<file path="src/verilog/port_change_cfg.svh">
`ifndef PORT_CHANGE_CFG_SVH
`define PORT_CHANGE_CFG_SVH

// Register byte offsets
`define OFS_PORT_STATUS   8'h00
`define OFS_PORT_CONFIG   8'h04
`define OFS_IRQ_STATUS    8'h08
`define OFS_IRQ_MASK      8'h0c

// Port status, lower word: read status, write commands
`define BIT_CURRENT_CONNECT  0
`define BIT_PORT_ENABLED     1
`define BIT_PORT_SUSPENDED   2
`define BIT_PORT_OVERCURRENT 3
`define BIT_PORT_RESETTING   4
`define CMD_CLEAR_ENABLE     0
`define CMD_SET_ENABLE       1
`define CMD_SET_SUSPEND      2
`define CMD_CLEAR_SUSPEND    3
`define CMD_SET_RESET        4

// Port status, upper word: change flags
`define BIT_CONNECT_CHANGE   16
`define BIT_ENABLE_CHANGE    17
`define BIT_SUSPEND_CHANGE   18
`define BIT_OC_CHANGE        19
`define BIT_RESET_CHANGE     20
`define CHANGE_LSB           16
`define CHANGE_MSB           20

// Configuration register fields
`define BIT_PER_PORT_OC      0
`define BIT_NON_REMOVABLE    1

// Reset values
`define RESET_CHANGE_FLAGS   5'h00
`define RESET_PORT_CONFIG    2'h0
`define RESET_IRQ_MASK       5'h00

// AXI responses
`define RESP_OKAY            2'h0
`define RESP_SLVERR          2'h2

// Timing, clock at 20 MHz
`define CLK_PERIOD_NS        50
`define RESET_TIME_NS        10000000
`define RESUME_TIME_NS       20000000
`define RESYNC_TIME_NS       3000000
`define CYCLES_MIN(t)        (((t) + `CLK_PERIOD_NS - 1) / `CLK_PERIOD_NS)

`endif

</file>
<file path="src/verilog/port_change_pkg.sv">
package port_change_pkg;

  // Port signalling sequencer
  typedef enum logic [2:0]
  {
    SEQ_IDLE   = 3'b000,
    SEQ_RESET  = 3'b001,
    SEQ_RESUME = 3'b010,
    SEQ_EOP    = 3'b011,
    SEQ_RESYNC = 3'b100
  } seq_state_t;

endpackage

</file>
<file path="src/verilog/port_timer.sv">
`timescale 1ns/10ps

module port_timer
  #(parameter int WIDTH = 20)
(
  // Clock and reset
  input  wire logic             aclk,
  input  wire logic             aresetn,
  // Control
  input  wire logic             load,
  input  wire logic [WIDTH-1:0] count,
  // Status
  output logic                  running,
  output logic                  done
);

  logic [WIDTH-1:0] cnt_q;
  logic [WIDTH-1:0] cnt_d;
  logic             done_q;
  logic             done_d;

  // Down counter: done pulses count cycles after the load edge
  always_comb
  begin
    cnt_d  = cnt_q;
    done_d = 1'b0;
    if (load)
      cnt_d = count;
    else if (cnt_q != '0)
    begin
      cnt_d = cnt_q - 1'b1;
      if (cnt_q == {{(WIDTH-1){1'b0}}, 1'b1})
        done_d = 1'b1;
    end
  end

  always_ff @(posedge aclk)
  begin
    if (!aresetn)
    begin
      cnt_q  <= '0;
      done_q <= 1'b0;
    end
    else
    begin
      cnt_q  <= cnt_d;
      done_q <= done_d;
    end
  end

  assign running = (cnt_q != '0);
  assign done    = done_q;

endmodule

</file>
<file path="src/verilog/root_port_change_flags.sv">
// Decided for this implementation: the AXI4-Lite register port and the register addresses.
`timescale 1ns/10ps
`include "port_change_cfg.svh"

// Contract
// - The reset-done change flag (bit 20) is set when the 10 ms port reset drive ends.
// - Writing one to a change flag clears it and writing zero leaves it as it was.
// - The overcurrent change flag reports nothing unless overcurrent is reported per port.
// - The overcurrent change flag is set whenever the port overcurrent flag changes value while overcurrent is reported per port.
// - The suspend change flag (bit 18) is set only after 20 ms resume, an EOP and 3 ms resync.
// - Setting the reset-done change flag also clears the suspend change flag.
// - The enable change flag (bit 17) is set when hardware clears the port-enabled bit.
// - A driver write that changes port-enabled never sets the enable change flag.
// - The connect change flag (bit 16) is set on every attach or detach event while the non-removable mark is clear.
// - Set-reset, set-enable or set-suspend on a disconnected port sets the connect change flag.
// - A port status command write arriving during a transaction takes effect when it completes; change-flag clears act at once.
// - With the non-removable mark, connect change is set only by a root hub reset with a device attached or by a command to a disconnected port.
module root_port_change_flags
  import port_change_pkg::*;
  #(parameter int RESET_CYCLES  = `CYCLES_MIN(`RESET_TIME_NS),
    parameter int RESUME_CYCLES = `CYCLES_MIN(`RESUME_TIME_NS),
    parameter int RESYNC_CYCLES = `CYCLES_MIN(`RESYNC_TIME_NS),
    parameter int TIMER_WIDTH   = 20)
(
  // Clock and reset
  input  wire logic        aclk,
  input  wire logic        aresetn,
  // AXI4-Lite write channels
  input  wire logic [7:0]  s_axi_awaddr,
  input  wire logic        s_axi_awvalid,
  output logic             s_axi_awready,
  input  wire logic [31:0] s_axi_wdata,
  input  wire logic [3:0]  s_axi_wstrb,
  input  wire logic        s_axi_wvalid,
  output logic             s_axi_wready,
  output logic [1:0]       s_axi_bresp,
  output logic             s_axi_bvalid,
  input  wire logic        s_axi_bready,
  // AXI4-Lite read channels
  input  wire logic [7:0]  s_axi_araddr,
  input  wire logic        s_axi_arvalid,
  output logic             s_axi_arready,
  output logic [31:0]      s_axi_rdata,
  output logic [1:0]       s_axi_rresp,
  output logic             s_axi_rvalid,
  input  wire logic        s_axi_rready,
  // Downstream port events
  input  wire logic        device_attached,
  input  wire logic        overcurrent_in,
  input  wire logic        hw_disable,
  input  wire logic        remote_wake,
  input  wire logic        eop_done,
  input  wire logic        xfer_busy,
  input  wire logic        hub_reset,
  // Port drive
  output logic             port_reset_drive,
  output logic             resume_drive,
  output logic             eop_request,
  // Interrupt
  output logic             irq
);

  ////////////////////////////////////////////////////////////////////////////
  // Address decode shared by read and write paths
  function automatic logic [2:0] reg_sel(input logic [7:0] addr);
    case (addr)
      `OFS_PORT_STATUS: reg_sel = 3'h1;
      `OFS_PORT_CONFIG: reg_sel = 3'h2;
      `OFS_IRQ_STATUS:  reg_sel = 3'h3;
      `OFS_IRQ_MASK:    reg_sel = 3'h4;
      default:          reg_sel = 3'h0;
    endcase
  endfunction

  ////////////////////////////////////////////////////////////////////////////
  // AXI write path: address and data caught in either order
  logic        aw_full_q, aw_full_d;
  logic        w_full_q, w_full_d;
  logic [7:0]  aw_addr_q, aw_addr_d;
  logic [31:0] w_data_q, w_data_d;
  logic [3:0]  w_strb_q, w_strb_d;
  logic        bvalid_q, bvalid_d;
  logic [1:0]  bresp_q, bresp_d;
  logic        wr_fire;
  logic [2:0]  wr_sel;

  assign s_axi_awready = !aw_full_q && !bvalid_q;
  assign s_axi_wready  = !w_full_q && !bvalid_q;
  assign wr_fire       = aw_full_q && w_full_q && !bvalid_q;
  assign wr_sel        = reg_sel(aw_addr_q);

  always_comb
  begin
    aw_full_d = aw_full_q;
    w_full_d  = w_full_q;
    aw_addr_d = aw_addr_q;
    w_data_d  = w_data_q;
    w_strb_d  = w_strb_q;
    bvalid_d  = bvalid_q;
    bresp_d   = bresp_q;
    if (s_axi_awvalid && s_axi_awready)
    begin
      aw_full_d = 1'b1;
      aw_addr_d = s_axi_awaddr;
    end
    if (s_axi_wvalid && s_axi_wready)
    begin
      w_full_d = 1'b1;
      w_data_d = s_axi_wdata;
      w_strb_d = s_axi_wstrb;
    end
    if (wr_fire)
    begin
      aw_full_d = 1'b0;
      w_full_d  = 1'b0;
      bvalid_d  = 1'b1;
      bresp_d   = (wr_sel == 3'h0) ? `RESP_SLVERR : `RESP_OKAY;
    end
    else if (bvalid_q && s_axi_bready)
      bvalid_d = 1'b0;
  end

  always_ff @(posedge aclk)
  begin
    if (!aresetn)
    begin
      aw_full_q <= 1'b0;
      w_full_q  <= 1'b0;
      aw_addr_q <= 8'h00;
      w_data_q  <= 32'h0000_0000;
      w_strb_q  <= 4'h0;
      bvalid_q  <= 1'b0;
      bresp_q   <= `RESP_OKAY;
    end
    else
    begin
      aw_full_q <= aw_full_d;
      w_full_q  <= w_full_d;
      aw_addr_q <= aw_addr_d;
      w_data_q  <= w_data_d;
      w_strb_q  <= w_strb_d;
      bvalid_q  <= bvalid_d;
      bresp_q   <= bresp_d;
    end
  end

  assign s_axi_bvalid = bvalid_q;
  assign s_axi_bresp  = bresp_q;

  // Decoded write strobes; commands in lane 0, change flags in lane 2
  logic       wr_status, wr_config, wr_irq_stat, wr_irq_mask;
  logic [4:0] cmd_wr;
  logic [4:0] flag_clr;
  assign wr_status   = wr_fire && (wr_sel == 3'h1);
  assign wr_config   = wr_fire && (wr_sel == 3'h2) && w_strb_q[0];
  assign wr_irq_stat = wr_fire && (wr_sel == 3'h3) && w_strb_q[0];
  assign wr_irq_mask = wr_fire && (wr_sel == 3'h4) && w_strb_q[0];
  assign cmd_wr      = (wr_status && w_strb_q[0]) ? w_data_q[4:0] : 5'h00;
  assign flag_clr    = (wr_status && w_strb_q[2])
                       ? w_data_q[`CHANGE_MSB:`CHANGE_LSB] : 5'h00;

  ////////////////////////////////////////////////////////////////////////////
  // Port state, pending commands, change flags and interrupt registers
  seq_state_t seq_q, seq_d;
  logic [4:0] pend_q, pend_d;
  logic [4:0] chg_q, chg_d;
  logic [4:0] irq_stat_q, irq_stat_d;
  logic [4:0] irq_mask_q, irq_mask_d;
  logic [1:0] cfg_q, cfg_d;
  logic       conn_q, conn_d;
  logic       en_q, en_d;
  logic       susp_q, susp_d;
  logic       oc_q, oc_d;
  logic [4:0] chg_set;
  logic [4:0] cmd_now;
  logic       tmr_load;
  logic [TIMER_WIDTH-1:0] tmr_count;
  logic       tmr_running;
  logic       tmr_done;

  // Shared timer paces reset, resume and resync phases
  port_timer #(.WIDTH(TIMER_WIDTH)) u_timer
  (
    .aclk    (aclk),
    .aresetn (aresetn),
    .load    (tmr_load),
    .count   (tmr_count),
    .running (tmr_running),
    .done    (tmr_done)
  );

  // Commands are held back while a transaction is on the wire
  assign cmd_now = xfer_busy ? 5'h00 : (pend_q | cmd_wr);

  always_comb
  begin
    seq_d      = seq_q;
    pend_d     = xfer_busy ? (pend_q | cmd_wr) : 5'h00;
    cfg_d      = wr_config ? w_data_q[1:0] : cfg_q;
    irq_mask_d = wr_irq_mask ? w_data_q[4:0] : irq_mask_q;
    conn_d     = device_attached;
    en_d       = en_q;
    susp_d     = susp_q;
    oc_d       = cfg_q[`BIT_PER_PORT_OC] ? overcurrent_in : 1'b0;
    tmr_load   = 1'b0;
    tmr_count  = '0;
    chg_set    = 5'h00;

    // Attach and detach, or the announce after hub reset when non-removable
    if (cfg_q[`BIT_NON_REMOVABLE])
      chg_set[0] = hub_reset && device_attached;
    else
      chg_set[0] = (device_attached != conn_q);

    // Driver commands; a disconnected port only flags a connect change
    if (cmd_now[`CMD_SET_RESET] || cmd_now[`CMD_SET_ENABLE] || cmd_now[`CMD_SET_SUSPEND])
    begin
      if (!conn_q)
        chg_set[0] = 1'b1;
    end
    if (conn_q)
    begin
      // Driver enable changes never raise the enable change flag
      if (cmd_now[`CMD_SET_ENABLE])
        en_d = 1'b1;
      if (cmd_now[`CMD_CLEAR_ENABLE])
        en_d = 1'b0;
      if (cmd_now[`CMD_SET_SUSPEND] && en_q)
        susp_d = 1'b1;
    end

    // Hardware disable or detach of an enabled port
    if (en_q && (hw_disable || !device_attached))
    begin
      en_d       = 1'b0;
      chg_set[1] = 1'b1;
    end

    // Overcurrent flag edges, only when reported per port
    chg_set[3] = cfg_q[`BIT_PER_PORT_OC] && (oc_d != oc_q);

    unique case (seq_q)
      SEQ_IDLE:
      begin
        if (conn_q && cmd_now[`CMD_SET_RESET])
        begin
          seq_d     = SEQ_RESET;
          tmr_load  = 1'b1;
          tmr_count = TIMER_WIDTH'(RESET_CYCLES);
        end
        else if (susp_q && (cmd_now[`CMD_CLEAR_SUSPEND] || remote_wake))
        begin
          seq_d     = SEQ_RESUME;
          tmr_load  = 1'b1;
          tmr_count = TIMER_WIDTH'(RESUME_CYCLES);
        end
      end
      SEQ_RESET:
        if (tmr_done)
        begin
          seq_d      = SEQ_IDLE;
          en_d       = 1'b1;
          susp_d     = 1'b0;
          chg_set[4] = 1'b1;
        end
      SEQ_RESUME:
        if (tmr_done)
          seq_d = SEQ_EOP;
      SEQ_EOP:
        if (eop_done)
        begin
          seq_d     = SEQ_RESYNC;
          tmr_load  = 1'b1;
          tmr_count = TIMER_WIDTH'(RESYNC_CYCLES);
        end
      SEQ_RESYNC:
        if (tmr_done)
        begin
          seq_d      = SEQ_IDLE;
          susp_d     = 1'b0;
          chg_set[2] = 1'b1;
        end
      default:
        seq_d = SEQ_IDLE;
    endcase

    // Set wins over a one-write clear; reset-done knocks out suspend change
    chg_d = (chg_q & ~flag_clr) | chg_set;
    if (chg_set[4])
      chg_d[2] = 1'b0;
    if (!cfg_q[`BIT_PER_PORT_OC])
      chg_d[3] = 1'b0;

    // Interrupt status: sticky, write one to clear, new events win
    irq_stat_d = (irq_stat_q & ~(wr_irq_stat ? w_data_q[4:0] : 5'h00)) | chg_set;
  end

  always_ff @(posedge aclk)
  begin
    if (!aresetn)
    begin
      seq_q      <= SEQ_IDLE;
      pend_q     <= 5'h00;
      chg_q      <= `RESET_CHANGE_FLAGS;
      irq_stat_q <= 5'h00;
      irq_mask_q <= `RESET_IRQ_MASK;
      cfg_q      <= `RESET_PORT_CONFIG;
      conn_q     <= 1'b0;
      en_q       <= 1'b0;
      susp_q     <= 1'b0;
      oc_q       <= 1'b0;
    end
    else
    begin
      seq_q      <= seq_d;
      pend_q     <= pend_d;
      chg_q      <= chg_d;
      irq_stat_q <= irq_stat_d;
      irq_mask_q <= irq_mask_d;
      cfg_q      <= cfg_d;
      conn_q     <= conn_d;
      en_q       <= en_d;
      susp_q     <= susp_d;
      oc_q       <= oc_d;
    end
  end

  assign port_reset_drive = (seq_q == SEQ_RESET);
  assign resume_drive     = (seq_q == SEQ_RESUME);
  assign eop_request      = (seq_q == SEQ_EOP);
  assign irq              = |(irq_stat_q & irq_mask_q);

  ////////////////////////////////////////////////////////////////////////////
  // AXI read path: one outstanding read, data registered
  logic        rvalid_q, rvalid_d;
  logic [31:0] rdata_q, rdata_d;
  logic [1:0]  rresp_q, rresp_d;
  logic [31:0] status_word;

  // Bits 31 to 21 read as zero
  assign status_word = {11'h000, chg_q, 11'h000, seq_q == SEQ_RESET, oc_q, susp_q, en_q, conn_q};
  assign s_axi_arready = !rvalid_q;

  always_comb
  begin
    rvalid_d = rvalid_q;
    rdata_d  = rdata_q;
    rresp_d  = rresp_q;
    if (s_axi_arvalid && !rvalid_q)
    begin
      rvalid_d = 1'b1;
      rresp_d  = `RESP_OKAY;
      unique case (reg_sel(s_axi_araddr))
        3'h1: rdata_d = status_word;
        3'h2: rdata_d = {30'h0000_0000, cfg_q};
        3'h3: rdata_d = {27'h000_0000, irq_stat_q};
        3'h4: rdata_d = {27'h000_0000, irq_mask_q};
        default:
        begin
          rdata_d = 32'h0000_0000;
          rresp_d = `RESP_SLVERR;
        end
      endcase
    end
    else if (rvalid_q && s_axi_rready)
      rvalid_d = 1'b0;
  end

  always_ff @(posedge aclk)
  begin
    if (!aresetn)
    begin
      rvalid_q <= 1'b0;
      rdata_q  <= 32'h0000_0000;
      rresp_q  <= `RESP_OKAY;
    end
    else
    begin
      rvalid_q <= rvalid_d;
      rdata_q  <= rdata_d;
      rresp_q  <= rresp_d;
    end
  end

  assign s_axi_rvalid = rvalid_q;
  assign s_axi_rdata  = rdata_q;
  assign s_axi_rresp  = rresp_q;
endmodule

</file>
<file path="config.mk">
export PLATFORM = sky130hd
export DESIGN_NAME = root_port_change_flags
export DESIGN_NICKNAME = d
export VERILOG_FILES = /design/src/verilog/port_change_pkg.sv /design/src/verilog/port_timer.sv /design/src/verilog/root_port_change_flags.sv
export VERILOG_INCLUDE_DIRS = /design/src /design/src/verilog
export SDC_FILE = /design/constraint.sdc
export NUM_CORES = 1
export LEC_CHECK = 0
export BUFFER_PORTS_ARGS = -buffer_cell sky130_fd_sc_hd__buf_4
export CAP_MARGIN = 20
export CORE_ASPECT_RATIO = 0.7
export CORE_MARGIN = 4
export CORE_UTILIZATION = 52
export CTS_CLUSTER_SIZE = 24
export DETAILED_ROUTE_END_ITERATION = 10
export PLACE_DENSITY = 0.8
export SYNTH_ARGS = -nofsm -noshare
export SYNTH_HDL_FRONTEND = slang
export SYNTH_SLANG_ARGS = --single-unit
</file>
<file path="constraint.sdc">
create_clock -name aclk -period 3.15 [get_ports aclk]
set_input_delay 0.1575 -clock aclk [delete_from_list [all_inputs] [get_ports aclk]]
set_output_delay 0.1575 -clock aclk [all_outputs]
set_load 0.05 [all_outputs]
</file>
==> impl_metrics.yaml <==
worst_hold_path:
  min-delay-path-class: "in2reg"
  whs_endpoint: "w_data_q[20]$_SDFFE_PN0P_"
  hold_start: "s_axi_wdata[20]"
  min_path_cells: 3
floorplan:
  placement_rows: 26
  initial_core_util_pct: 53.5
  floorplan.die.width_um: 112
  die_y_um: 80.6
  fp.coreArea_sq_um: 7320
  pin_count: 111
  die_area_sq_um: 9010
synth:
  seq_area_frac_synth_pct: 43.9
  main_synth_ff_type: "dfxtp_1"
  post_synth_xor_area_fraction_pct: 3.58
  synth.distinct_cells: 52
  synth_edf_count: 0
  netlist_instances: 483
  yosys_warnings: 0
  synth_area_sq_um: 3920
  dominant_combinational_cell_family_by_area_after_synthesis: "simple AND/OR/NAND/NOR gates"
  synth.top_cell.area_share_pct: 43.9
  synth-adder-area-share_pct: 0.639
  yosys_register_bits: 86
  muxShareOfSynthArea_pct: 3.26
  synth_area_per_cell_sq_um: 8.11
  ys_top_cells_by_area: "dfxtp_1, nand2_1, a21oi_1"
  synth_largest_area_cell: "dfxtp_1"
  synth_compound_gate_area_share_pct: 15.3
  synth_async_sr_flop_share_pct: 0
  synthSimpleGateAreaFrac_pct: 25.3
clock_network:
  cts.repair_timing.setup_buffer_count: 0
  cts.sinks: 86
  h-tree-depth: 3
  cts_made_buffers: 9
  tritoncts: "built"
  clockBufferDepth: 2
  cts-resized-gates: 0
  clock_input_transition_at_the_sequential_cells_of_the_worst_setup_and_hold_paths_ns: 0.10
  clk-insertion-delay-late_ns: 0.37
  ctsRootBufferMaster: "clkbuf_8"
finish:
  antenna_cells_inserted: 0
  final_cells: 644
  utilization_pct: 62.7
  flow.area_growth_from_synthesis_pct: 17.1
  num-nets-final: 609
  post_route_cells_drive_above_1_share_pct: 16.8
  postLayoutCellArea_sq_um: 4590
setup_path:
  cp.arrival_ns: 2.82
  path_buf_inv: 0
  setup.worst_path.start_class: "flop"
  cell_chain_critical_path: "or4_1 > or3_4 > or4_4 > nand2_1 > xor2_1 > a21oi_1"
  slowest_delay_ns: 0.68
  worstSetupEndpointType: "flop"
  critical_path.top_delay_family: "simple AND/OR/NAND/NOR gates"
  timing_worst_setup_path_type: "reg2reg"
  slowest_stage: "or4_1"
  critical_path_required_ns: 3.42
  r2r_setup_slack_ns: 0.60
  critical_path.reg2reg.startpoint: "u_timer.cnt_q[10]$_SDFFE_PN0P_"
  reg2regPathDepth: 6
  critical_path_peak_fanout: 13
  critical_path.reg2reg.endpoint: "u_timer.cnt_q[11]$_SDFFE_PN0P_"
sta:
  final.setup_skew_ns: 0.0172
  rsz0062_at_grt: "false"
  max_clock_freq_mhz: 392
  crit_path_time_final_ns: 2.55
  final_hold_viol_count: 0
  fin_tns_setup_ns: 0
  hold_ws_ns: 0.0198
  relSlewSlack_pct: 56.4
  timing.final.crit_share_pct: 80.9
  maxSlewViolCount: 0
  setup_viol_count_final: 0
  worst-slew-pin-transition_ns: 0.653
drt:
  wl_met3_um: 698
  wirelength_um: 9460
  firstDrtPassIters: 5
  dr_wl_met2_um: 4240
  met1_wl_um: 4400
  dr.first_iter.drc_count: 269
  detail-route-antenna-nets: 0
  routed-via-count: 3524
  avgViaCountPerCell: 5.47
  post-route-drc-count: 0
  routedWlPerCell_um: 14.7
  highest_layer: "met4"
place:
  placed_instance_area_sq_um: 4360
  post-place-cells: 626
  gpl.final_weighted_congestion: 0.852
  dp_hpwl_um: 7010
  port_buffers: 62
global_routing:
  grt_first_pass_wirelength_um: 15500
  antenna_found_initial: 0
  grt_overflow_total: 0
  grt_max_degree: 38
  grtUsageTotal_pct: 21.4
  grt_pass1_vias: 3283
power_and_ir_drop:
  sw_frac_of_total_pct: 38.2
  power_density_nw_per_um2: 692
  power.share.sequential_pct: 43.0
  total_switching_power_mw: 1.21
  clock_power_share_pct: 24.6
  power_report.internal_total_mw: 1.96
  power_frac_comb_pct: 32.5
  power_leakage_nw: 1.88
  worst_voltage_drop_across_the_vdd_grid_mv: 0.413
job:
  timing.max_cap.violations: 0
status:
  run_status: "finished, final reports clean"
-- per-stage QoR --
step	worst slack, ns	power (mW)
2_1_floorplan	0.687	2.20
3_3_place_gp	0.625	2.33
3_5_place_dp	0.581	2.39
4_1_cts	0.558	3.16
5_1_grt	0.509	3.37
6_report	0.600	3.18
-- synth_stat cells (5+ instances only) --
master / n
o21ai_0: 19
nor3_1: 9
nand3_1: 11
a21oi_1: 53
buf_4: 24
nor4_1: 10
and3_1: 5
xnor2_1: 8
a22oi_1: 11
xor2_1: 8
or4_1: 8
dfxtp_1: 86
mux2i_1: 6
nor2_1: 59
inv_1: 14
clkbuf_1: 16
and2_1: 5
nand2_1: 74
-- power groups by stage --
stage	logic (mW)	clock network, mW	registers, mW
final	1.03	0.780	1.37
after global placement	0.953	0	1.37
after detailed placement	1.01	0	1.38
after floorplan	0.841	0	1.36
after CTS	1.02	0.787	1.36
after global routing	1.15	0.832	1.39
-- routing by layer --
layer  global-route usage [%]  vias to the layer above
met5                        0                        -
met3                     6.93                       10
met4                     6.08                        0
li1                         -                     1739
met2                     32.1                      139
met1                     29.6                     1636
-- how the worst max path moves through the flow --
stage / endpoint / cells past startpoint / start / slack [ns]
2_1_floorplan: susp_q$_SDFF_PN0_ / 5 / seq_q[0]$_SDFFE_PN0P_ / 0.69
3_3_place_gp: u_timer.cnt_q[11]$_SDFFE_PN0P_ / 6 / u_timer.cnt_q[10]$_SDFFE_PN0P_ / 0.63
3_5_place_dp: u_timer.cnt_q[11]$_SDFFE_PN0P_ / 6 / u_timer.cnt_q[10]$_SDFFE_PN0P_ / 0.58
4_1_cts: u_timer.cnt_q[11]$_SDFFE_PN0P_ / 6 / u_timer.cnt_q[10]$_SDFFE_PN0P_ / 0.56
5_1_grt: u_timer.cnt_q[11]$_SDFFE_PN0P_ / 6 / u_timer.cnt_q[10]$_SDFFE_PN0P_ / 0.51
6_report: u_timer.cnt_q[11]$_SDFFE_PN0P_ / 6 / u_timer.cnt_q[10]$_SDFFE_PN0P_ / 0.60
-- worst register-to-register path, cell delays in order, from the launching register on --
cell and delay (ns):
dfxtp_1 0.36, or4_1 0.68, or3_4 0.42, or4_4 0.65, nand2_1 0.12, xor2_1 0.15, a21oi_1 0.08
-- logic make-up after synthesis --
| kind of cell | count (synthesis) |
|---|---|
| other cells | 1 |
| fa+ha+maj | 2 |
| mux | 10 |
| simple gates | 208 |
| flops | 86 |
| buf+inv | 57 |
| compound gates | 103 |
| xor+xnor | 16 |
-- repair_timing --
item                                   4_1_cts  5_1_grt
hold buffers                                 1        0
setup endpoints to repair                    0        0
endpoints found under the hold margin        1        0
-- flip-flops by register name, indices dropped and copies added (netlist names) --
register,cells
u_timer.cnt_q,20
s_axi_rdata,10
w_data_q,10
aw_addr_q,8
chg_q,5
irq_mask_q,5
irq_stat_q,5
pend_q,5
seq_q,3
cfg_q,2
w_strb_q,2
aw_full_q,1
conn_q,1
en_q,1
oc_q,1
s_axi_bresp,1
s_axi_bvalid,1
s_axi_rresp,1
s_axi_rvalid,1
susp_q,1
u_timer.done,1
w_full_q,1
-- cell usage in the layout, fill, tap and decap left out, types with 5 or more instances in the layout --
master,instances
a21oi_1,53
a22oi_1,11
and2_1,5
and3_1,5
buf_4,65
clkbuf_8,9
conb_1,24
dfxtp_1,86
inv_1,14
mux2i_1,6
nand2_1,74
nand3_1,11
nor2_1,59
nor3_1,9
nor4_1,10
o21ai_0,19
or4_1,8
xnor2_1,8
xor2_1,8
-- layout make-up --
cell class              instances  area (sq um)
well taps                      98           123
repair buffers                 67           526
multi-input cells             363          1970
inverters                      14          52.6
flip-flops and latches         86          1720
clock inverters                 7          71.3
clock buffers                   9           124
fillers                       641          2730
Power figures use the tool's default switching activity.
